File: config.mk
export PLATFORM = sky130hd
export DESIGN_NAME = rst_tune
export DESIGN_NICKNAME = d
export VERILOG_FILES = /design/src/hw/rst_meas.v /design/src/hw/rst_tune.v
export VERILOG_INCLUDE_DIRS = /design/src /design/src/hw
export SDC_FILE = /design/constraint.sdc
export NUM_CORES = 1
export LEC_CHECK = 0
export BUFFER_PORTS_ARGS = -buffer_cell sky130_fd_sc_hd__buf_2
export CELL_PAD_IN_SITES_DETAIL_PLACEMENT = 1
export CELL_PAD_IN_SITES_GLOBAL_PLACEMENT = 1
export CORE_MARGIN = 3
export CORE_UTILIZATION = 40
export DETAILED_ROUTE_END_ITERATION = 8
export PLACE_DENSITY = 0.74
export REMOVE_ABC_BUFFERS = 1
export SYNTH_ARGS = -nofsm -noshare
export SYNTH_HDL_FRONTEND = slang
export SYNTH_HIERARCHICAL = 1
export SYNTH_SLANG_ARGS = --single-unit
File: constraint.sdc
create_clock -name clk -period 11.5 [get_ports clk]
set_clock_uncertainty 0.2 [all_clocks]
set_input_delay 1.725 -clock clk [delete_from_list [all_inputs] [get_ports clk]]
set_output_delay 1.725 -clock clk [all_outputs]
set_load 0.005 [all_outputs]
File: src/hw/rst_consts.vh
// Constants for the RC oscillator self-tune controller
`ifndef RST_CONSTS_VH
`define RST_CONSTS_VH

// ----------------------------------------
// Register byte offsets
// ----------------------------------------
`define RST_OFF_TRIM 12'h000
`define RST_OFF_UNLOCK 12'h004
`define RST_OFF_IRQ_STAT 12'h008
`define RST_OFF_IRQ_MASK 12'h00c
`define RST_OFF_MEAS 12'h010

// ----------------------------------------
// Trim register fields
// ----------------------------------------
`define RST_B_ON 15
`define RST_B_SRC 12
`define RST_B_LOCK 11
`define RST_B_POL 10
`define RST_B_OUT_OF_RANGE_FLAG 9
`define RST_B_RANGE_IRQ_POLARITY 8
`define RST_TRIM_RESET 6'h00
`define RST_TRIM_MID 6'h20

// ----------------------------------------
// Unlock keys
// ----------------------------------------
`define RST_KEY1 32'haa996655
`define RST_KEY2 32'h556699aa

// ----------------------------------------
// Frequency and tolerance
// ----------------------------------------
`define RST_NOM_HZ 8000000
`define RST_SOF_HZ 1000
`define RST_SECONDARY_CRYSTAL_OSC_HZ 32768
// Oscillator counts per SOF (1 ms) and per 32 secondary_crystal_osc periods (~1 ms)
`define RST_EXP_SOF 20'd8000
`define RST_EXP_SECONDARY_CRYSTAL_OSC 20'd7813
// 0.2 percent and 1.5 percent of about 8000 counts
`define RST_TRACK_TOL 20'd16
`define RST_RANGE_TOL 20'd120
`define RST_SECONDARY_CRYSTAL_OSC_DIV 5'd31

`endif

File: src/hw/rst_meas.v
// Frequency measurement: counts oscillator ticks over one reference window
`timescale 1ns/1ps
module rst_meas (
  // Clock and reset
  input wire clk,
  input wire srst,
  // Control
  input wire enable,
  input wire ref_edge,
  // Result
  output reg [19:0] count_reg,
  output reg done_reg
);
  reg [19:0] acc_reg;

  // ----------------------------------------
  // Window counter
  // ----------------------------------------
  // Each enabled clk cycle counts as one oscillator tick; the count saturates at 20'hfffff
  always @(posedge clk) begin
    if (srst || !enable) begin
      acc_reg <= 20'h00000;
      count_reg <= 20'h00000;
      done_reg <= 1'b0;
    end else begin
      done_reg <= 1'b0;
      if (ref_edge) begin
        count_reg <= acc_reg;
        done_reg <= 1'b1;
        acc_reg <= 20'h00000;
      end else if (acc_reg != 20'hfffff) begin
        acc_reg <= acc_reg + 20'h00001;
      end
    end
  end
endmodule

File: src/hw/rst_tune.v
// RC oscillator self-tune controller with APB register access
`timescale 1ns/1ps
`include "rst_consts.vh"
module rst_tune (
  // Clock and reset
  input wire clk,
  input wire srst,
  // APB slave
  input wire psel,
  input wire penable,
  input wire pwrite,
  input wire [11:0] paddr,
  input wire [31:0] pwdata,
  output reg [31:0] prdata,
  output reg pready,
  output reg pslverr,
  // Reference inputs as one-cycle pulses, oscillator input as a running level
  input wire osc_tick,
  input wire sof_pulse,
  input wire secondary_crystal_osc_edge,
  // Oscillator control and interrupt
  output reg [5:0] trim_value,
  output reg self_tune_irq
);
  // ----------------------------------------
  // State
  // ----------------------------------------
  localparam ST_IDLE = 3'b001;
  localparam ST_KEY1 = 3'b010;
  localparam ST_OPEN = 3'b100;

  reg [2:0] ulk_reg;
  reg tune_on_reg;
  reg src_reg;
  reg pol_reg;
  reg range_irq_polarity_reg;
  reg lock_reg;
  reg out_of_range_flag_reg;
  reg [5:0] trim_reg;
  reg [1:0] stat_reg;
  reg [1:0] mask_reg;
  reg [4:0] secondary_crystal_osc_div_reg;
  reg [19:0] last_reg;
  reg cond_prev_reg;
  wire [19:0] meas_count;
  wire meas_done;
  wire ref_edge;
  wire acc;
  wire wr;
  wire unlocked;
  wire [19:0] exp_count;
  // Level from the oscillator: measurement is held clear while it is stopped
  wire osc_tick_gate;
  wire [19:0] diff;
  wire fast;
  wire cond_now;
  wire cond_rise;
  wire [1:0] stat_next;

  function hit;
    input [11:0] a;
    input [11:0] off;
    begin
      hit = (a == off);
    end
  endfunction

  assign acc = psel && penable;
  assign wr = acc && pwrite;
  assign unlocked = (ulk_reg == ST_OPEN);

  // ----------------------------------------
  // Unlock sequence
  // ----------------------------------------
  // Two key writes open one write to the trim register; any other write recloses it
  always @(posedge clk) begin
    if (srst) begin
      ulk_reg <= ST_IDLE;
    end else if (wr) begin
      case (ulk_reg)
        ST_IDLE: begin
          if (hit(paddr, `RST_OFF_UNLOCK) && pwdata == `RST_KEY1) ulk_reg <= ST_KEY1;
        end
        ST_KEY1: begin
          if (hit(paddr, `RST_OFF_UNLOCK) && pwdata == `RST_KEY2) ulk_reg <= ST_OPEN;
          else ulk_reg <= ST_IDLE;
        end
        ST_OPEN: begin
          if (hit(paddr, `RST_OFF_UNLOCK) && pwdata == `RST_KEY1) ulk_reg <= ST_KEY1;
          else ulk_reg <= ST_IDLE;
        end
        default: begin
          ulk_reg <= ST_IDLE;
        end
      endcase
    end
  end

  // ----------------------------------------
  // Reference selection and measurement
  // ----------------------------------------
  // Crystal edges are divided by 32 so both windows last about 1 ms
  always @(posedge clk) begin
    if (srst || !tune_on_reg) begin
      secondary_crystal_osc_div_reg <= 5'd0;
    end else if (secondary_crystal_osc_edge) begin
      secondary_crystal_osc_div_reg <= secondary_crystal_osc_div_reg + 5'd1;
    end
  end

  assign ref_edge = src_reg ? sof_pulse : (secondary_crystal_osc_edge && secondary_crystal_osc_div_reg == `RST_SECONDARY_CRYSTAL_OSC_DIV);
  assign exp_count = src_reg ? `RST_EXP_SOF : `RST_EXP_SECONDARY_CRYSTAL_OSC;
  // The clock stands in for each oscillator tick, so only the running level is used
  assign osc_tick_gate = osc_tick;

  rst_meas u_meas (
    .clk(clk),
    .srst(srst),
    .enable(tune_on_reg && osc_tick_gate),
    .ref_edge(ref_edge),
    .count_reg(meas_count),
    .done_reg(meas_done)
  );

  assign fast = meas_count > exp_count;
  assign diff = fast ? (meas_count - exp_count) : (exp_count - meas_count);

  // ----------------------------------------
  // Control register and trim loop
  // ----------------------------------------
  always @(posedge clk) begin
    if (srst) begin
      tune_on_reg <= 1'b0;
      src_reg <= 1'b0;
      pol_reg <= 1'b0;
      range_irq_polarity_reg <= 1'b0;
      trim_reg <= `RST_TRIM_RESET;
      lock_reg <= 1'b0;
      out_of_range_flag_reg <= 1'b0;
      last_reg <= 20'h00000;
    end else begin
      if (wr && unlocked && hit(paddr, `RST_OFF_TRIM)) begin
        tune_on_reg <= pwdata[`RST_B_ON];
        src_reg <= pwdata[`RST_B_SRC];
        pol_reg <= pwdata[`RST_B_POL];
        range_irq_polarity_reg <= pwdata[`RST_B_RANGE_IRQ_POLARITY];
        if (!tune_on_reg) trim_reg <= pwdata[5:0];
      end
      if (!tune_on_reg) begin
        lock_reg <= 1'b0;
        out_of_range_flag_reg <= 1'b0;
      end else if (meas_done && last_reg != 20'h00000) begin
        // First window after enable is partial and is discarded
        lock_reg <= (diff > `RST_TRACK_TOL);
        out_of_range_flag_reg <= (diff > `RST_RANGE_TOL);
        // Step trim each window that is off by more than half the track tolerance; saturate rather than wrap
        if (diff > `RST_TRACK_TOL / 20'd2) begin
          if (fast && trim_reg != 6'h00) trim_reg <= trim_reg - 6'h01;
          else if (!fast && trim_reg != 6'h3f) trim_reg <= trim_reg + 6'h01;
        end
      end
      if (!tune_on_reg) last_reg <= 20'h00000;
      else if (meas_done) last_reg <= meas_count | 20'h00001;
    end
  end

  // ----------------------------------------
  // Interrupt
  // ----------------------------------------
  // Polarity selects presence or absence of each condition
  assign cond_now = tune_on_reg && ((lock_reg ^ ~pol_reg) || (out_of_range_flag_reg ^ ~range_irq_polarity_reg));
  assign cond_rise = cond_now && !cond_prev_reg;
  assign stat_next = (stat_reg & ~((wr && hit(paddr, `RST_OFF_IRQ_STAT)) ? pwdata[1:0] : 2'b00))
                     | {1'b0, cond_rise};

  always @(posedge clk) begin
    if (srst) begin
      cond_prev_reg <= 1'b0;
      stat_reg <= 2'b00;
      mask_reg <= 2'b00;
      self_tune_irq <= 1'b0;
      trim_value <= `RST_TRIM_RESET;
    end else begin
      cond_prev_reg <= cond_now;
      stat_reg <= stat_next;
      if (wr && hit(paddr, `RST_OFF_IRQ_MASK)) mask_reg <= pwdata[1:0];
      self_tune_irq <= |(stat_next & (wr && hit(paddr, `RST_OFF_IRQ_MASK) ? pwdata[1:0] : mask_reg));
      trim_value <= trim_reg;
    end
  end

  // ----------------------------------------
  // APB read and answer
  // ----------------------------------------
  // Zero-wait answer: pready rises in the access phase and stands one cycle
  always @(posedge clk) begin
    if (srst) begin
      prdata <= 32'h00000000;
      pready <= 1'b0;
      pslverr <= 1'b0;
    end else begin
      pready <= psel && !penable;
      pslverr <= 1'b0;
      prdata <= 32'h00000000;
      if (psel && !penable) begin
        if (hit(paddr, `RST_OFF_TRIM)) begin
          prdata <= {16'h0000, tune_on_reg, 2'b00, src_reg, lock_reg, pol_reg, out_of_range_flag_reg, range_irq_polarity_reg,
                     2'b00, trim_reg};
        end else if (hit(paddr, `RST_OFF_IRQ_STAT)) begin
          prdata <= {30'h00000000, stat_reg};
        end else if (hit(paddr, `RST_OFF_IRQ_MASK)) begin
          prdata <= {30'h00000000, mask_reg};
        end else if (hit(paddr, `RST_OFF_MEAS)) begin
          prdata <= {12'h000, meas_count};
        end else if (!hit(paddr, `RST_OFF_UNLOCK)) begin
          pslverr <= 1'b1;
        end
      end
    end
  end
endmodule

==> out/results.ini <==
[sta]
hold-worst-slack_ps = 250
worst_pin_slew_ps = 1150
period_minus_slack_ps = 4880
period_share = 0.424
fmaxAchievable_mhz = 205
rsz0062_at_grt = false
worst_slack_ps = 6620
tns_ps = 0
maxSlewViolCount = 0
max_slew_margin = 0.236
setup_viol = 0
hold_viol = 0

[setup_path]
regToRegEndpoint = trim_reg[3]$_SDFF_PP0_
r2r_start = src_reg$_SDFFE_PP0P_
timing.reg2reg.setup_slack_ps = 6900
critPathKind = in2reg
critPathCapture = trim_reg[5]$_SDFF_PP0_
crit_path_end_kind = flip-flop
crit_path_max_fanout = 9
startpoint_type = input port
cp_data_arrival_time_ps = 4990
startpoint = paddr[7]
cp.required_ps = 11610
reg2reg_depth = 12

[synthesis]
yosysWarnings = 6
ys.flop_type = dfxtp_1
synth-edff-count = 0
ys_seq_elements = 115
syn_avg_cell_area_sq_um = 8.85
synthArstFlopShare = 0
netlist_area_sq_um = 6140
synth_cell_types = 75
syn_inst = 694
seq_area_frac_synth = 0.375

[clocking]
post_cts_buffers = 0
cts_sinks = 115
cts_buffers = 17
clockBufferDepth = 2
clk_latency_ps = 420
post_cts_resized = 0
cts-root-buf = clkbuf_16
htreeDepth = 4
clkTransAtPathRegs_ps = 60
cts_tree = yes
cts_hold_buf = 0

[detailed_routing]
wirelength_microns = 18300
drtPass1Iterations = 5
drtAntennaViolNets = 0
drtIter0Drc = 234
vias_per_cell = 5.91
vias = 5651
routed_wire_length_per_instance_microns = 19.1
drc = 0

[layout]
regArea_sq_um = 2300
multi_input_area_sq_um = 3550
final_common_cell = dfxtp_1
area_growth_pct = 16.4
fillerInstances = 1750
antenna_cells = 0
post-route-util = 0.484
layout_common_cells = dfxtp_1, buf_2, nor2_1
final_nets = 829
layout-drive-gt1-share = 0.180

[run]
cap_violations = 0

[floorplan]
std_cell_rows = 44
io_pins = 93
die_h_microns = 130
die_w_microns = 130
die-area_sq_um = 16900
core_area_sq_um = 14800
floorplan.initialDensity = 0.416

[pwr]
pwr-share-comb = 0.023
p_sw_frac = 0.230
cellLeakagePower_uw = 0.00273
p_sw_uw = 211
p_int_uw = 706
p_per_area_nw_per_um2 = 128
seqPwrFrac = 0.435
clkPwrFrac = 0.542
vdd_drop_max_v = 0.0000991

[placed_design]
pre_cts_slack_ps = 6230
gp_congestion = 0.915
dp_hpwl_microns = 13300
io_buffers = 80

[hold_path]
hold_class = reg2reg
min_path_cells = 2

[global_route]
antenna_found_initial = 0
grt_pass1_vias = 5530
grt_max_degree = 32
grt_overflow = 0
grt_pass1_wl_microns = 29000
grtUsageTotal = 0.217

[outcome]
status = finished clean

-- power groups by stage --
stage	clock network (uW)	registers [uW]	logic (uW)
floorplan	0	408	5.78
global placement	0	408	19.9
detailed placement	0	408	20.8
CTS	506	399	20.9
global route	529	399	23.0
finish	497	399	21.0
-- Yosys cell counts, drive strengths merged (15+ instances only) --
| library cell | count | area, sq um |
|---|---|---|
| a21oi | 26 | 130 |
| o21ai | 21 | 105 |
| nor3 | 17 | 85.1 |
| nand2 | 37 | 146 |
| inv | 23 | 86.3 |
| a31oi | 15 | 93.8 |
| nand4 | 16 | 100 |
| nand3 | 29 | 150 |
| nor4 | 18 | 161 |
| nor2 | 68 | 258 |
| mux2i | 39 | 390 |
| dfxtp | 115 | 2300 |
| buf | 24 | 169 |
| a22o | 31 | 272 |
| ha | 18 | 225 |
| clkbuf | 24 | 90.1 |
-- cell families (layout without fill, tap and decap cells) --
kind of cell	Yosys count	count (layout)	share of synthesized area
mux	39	39	0.0636
compound gates	151	151	0.176
flops	115	115	0.375
fa+ha+maj	18	18	0.0367
other cells	1	12	0.000611
buf+inv	71	138	0.0562
simple gates	276	276	0.259
xor+xnor	23	23	0.0328
-- area by class of cell --
| class | instances | area share |
|---|---|---|
| Multi-Input combinational cell | 519 | 0.496 |
| Clock inverter | 15 | 0.0189 |
| Clock buffer | 17 | 0.0595 |
| Tap cell | 184 | 0.0322 |
| Timing Repair Buffer | 83 | 0.0592 |
| Sequential cell | 115 | 0.322 |
| Inverter | 23 | 0.0121 |
-- routing by layer --
layer	share of wire	up-vias	global-route usage	routed length, microns
met5	0	-	0	0
met4	0.015	0	0.0746	265
met3	0.034	25	0.0458	618
met2	0.48	113	0.352	8760
met1	0.47	2819	0.288	8610
li1	-	2694	-	-
-- worst min path at each step --
stage                              to                   start
3_3_place_gp   stat_reg[1]$_SDFF_PP0_  stat_reg[1]$_SDFF_PP0_
5_1_grt        stat_reg[1]$_SDFF_PP0_  stat_reg[1]$_SDFF_PP0_
4_1_cts        stat_reg[1]$_SDFF_PP0_  stat_reg[1]$_SDFF_PP0_
6_report       stat_reg[1]$_SDFF_PP0_  stat_reg[1]$_SDFF_PP0_
2_1_floorplan  stat_reg[1]$_SDFF_PP0_  stat_reg[1]$_SDFF_PP0_
3_5_place_dp   stat_reg[1]$_SDFF_PP0_  stat_reg[1]$_SDFF_PP0_
-- critical path: stages --
cell and delay [ps]:
buf_2 90, nor4_1 270, nand3_1 320, or3_1 500
nor4_2 690, nor2b_1 700, nand2_1 140, o21ai_0 150
nor2_1 70, nor4b_1 320
-- through the flow --
step                      total power [uW]  area, sq um  cells
after detailed placement               428         6590    924
after global placement                 427         6590    924
after CTS                              925         7150    956
after global routing                   951         7150    956
after floorplan                        413         5920    657
final                                  917         7150    956
Note: power is estimated with default switching activity, not from simulation.
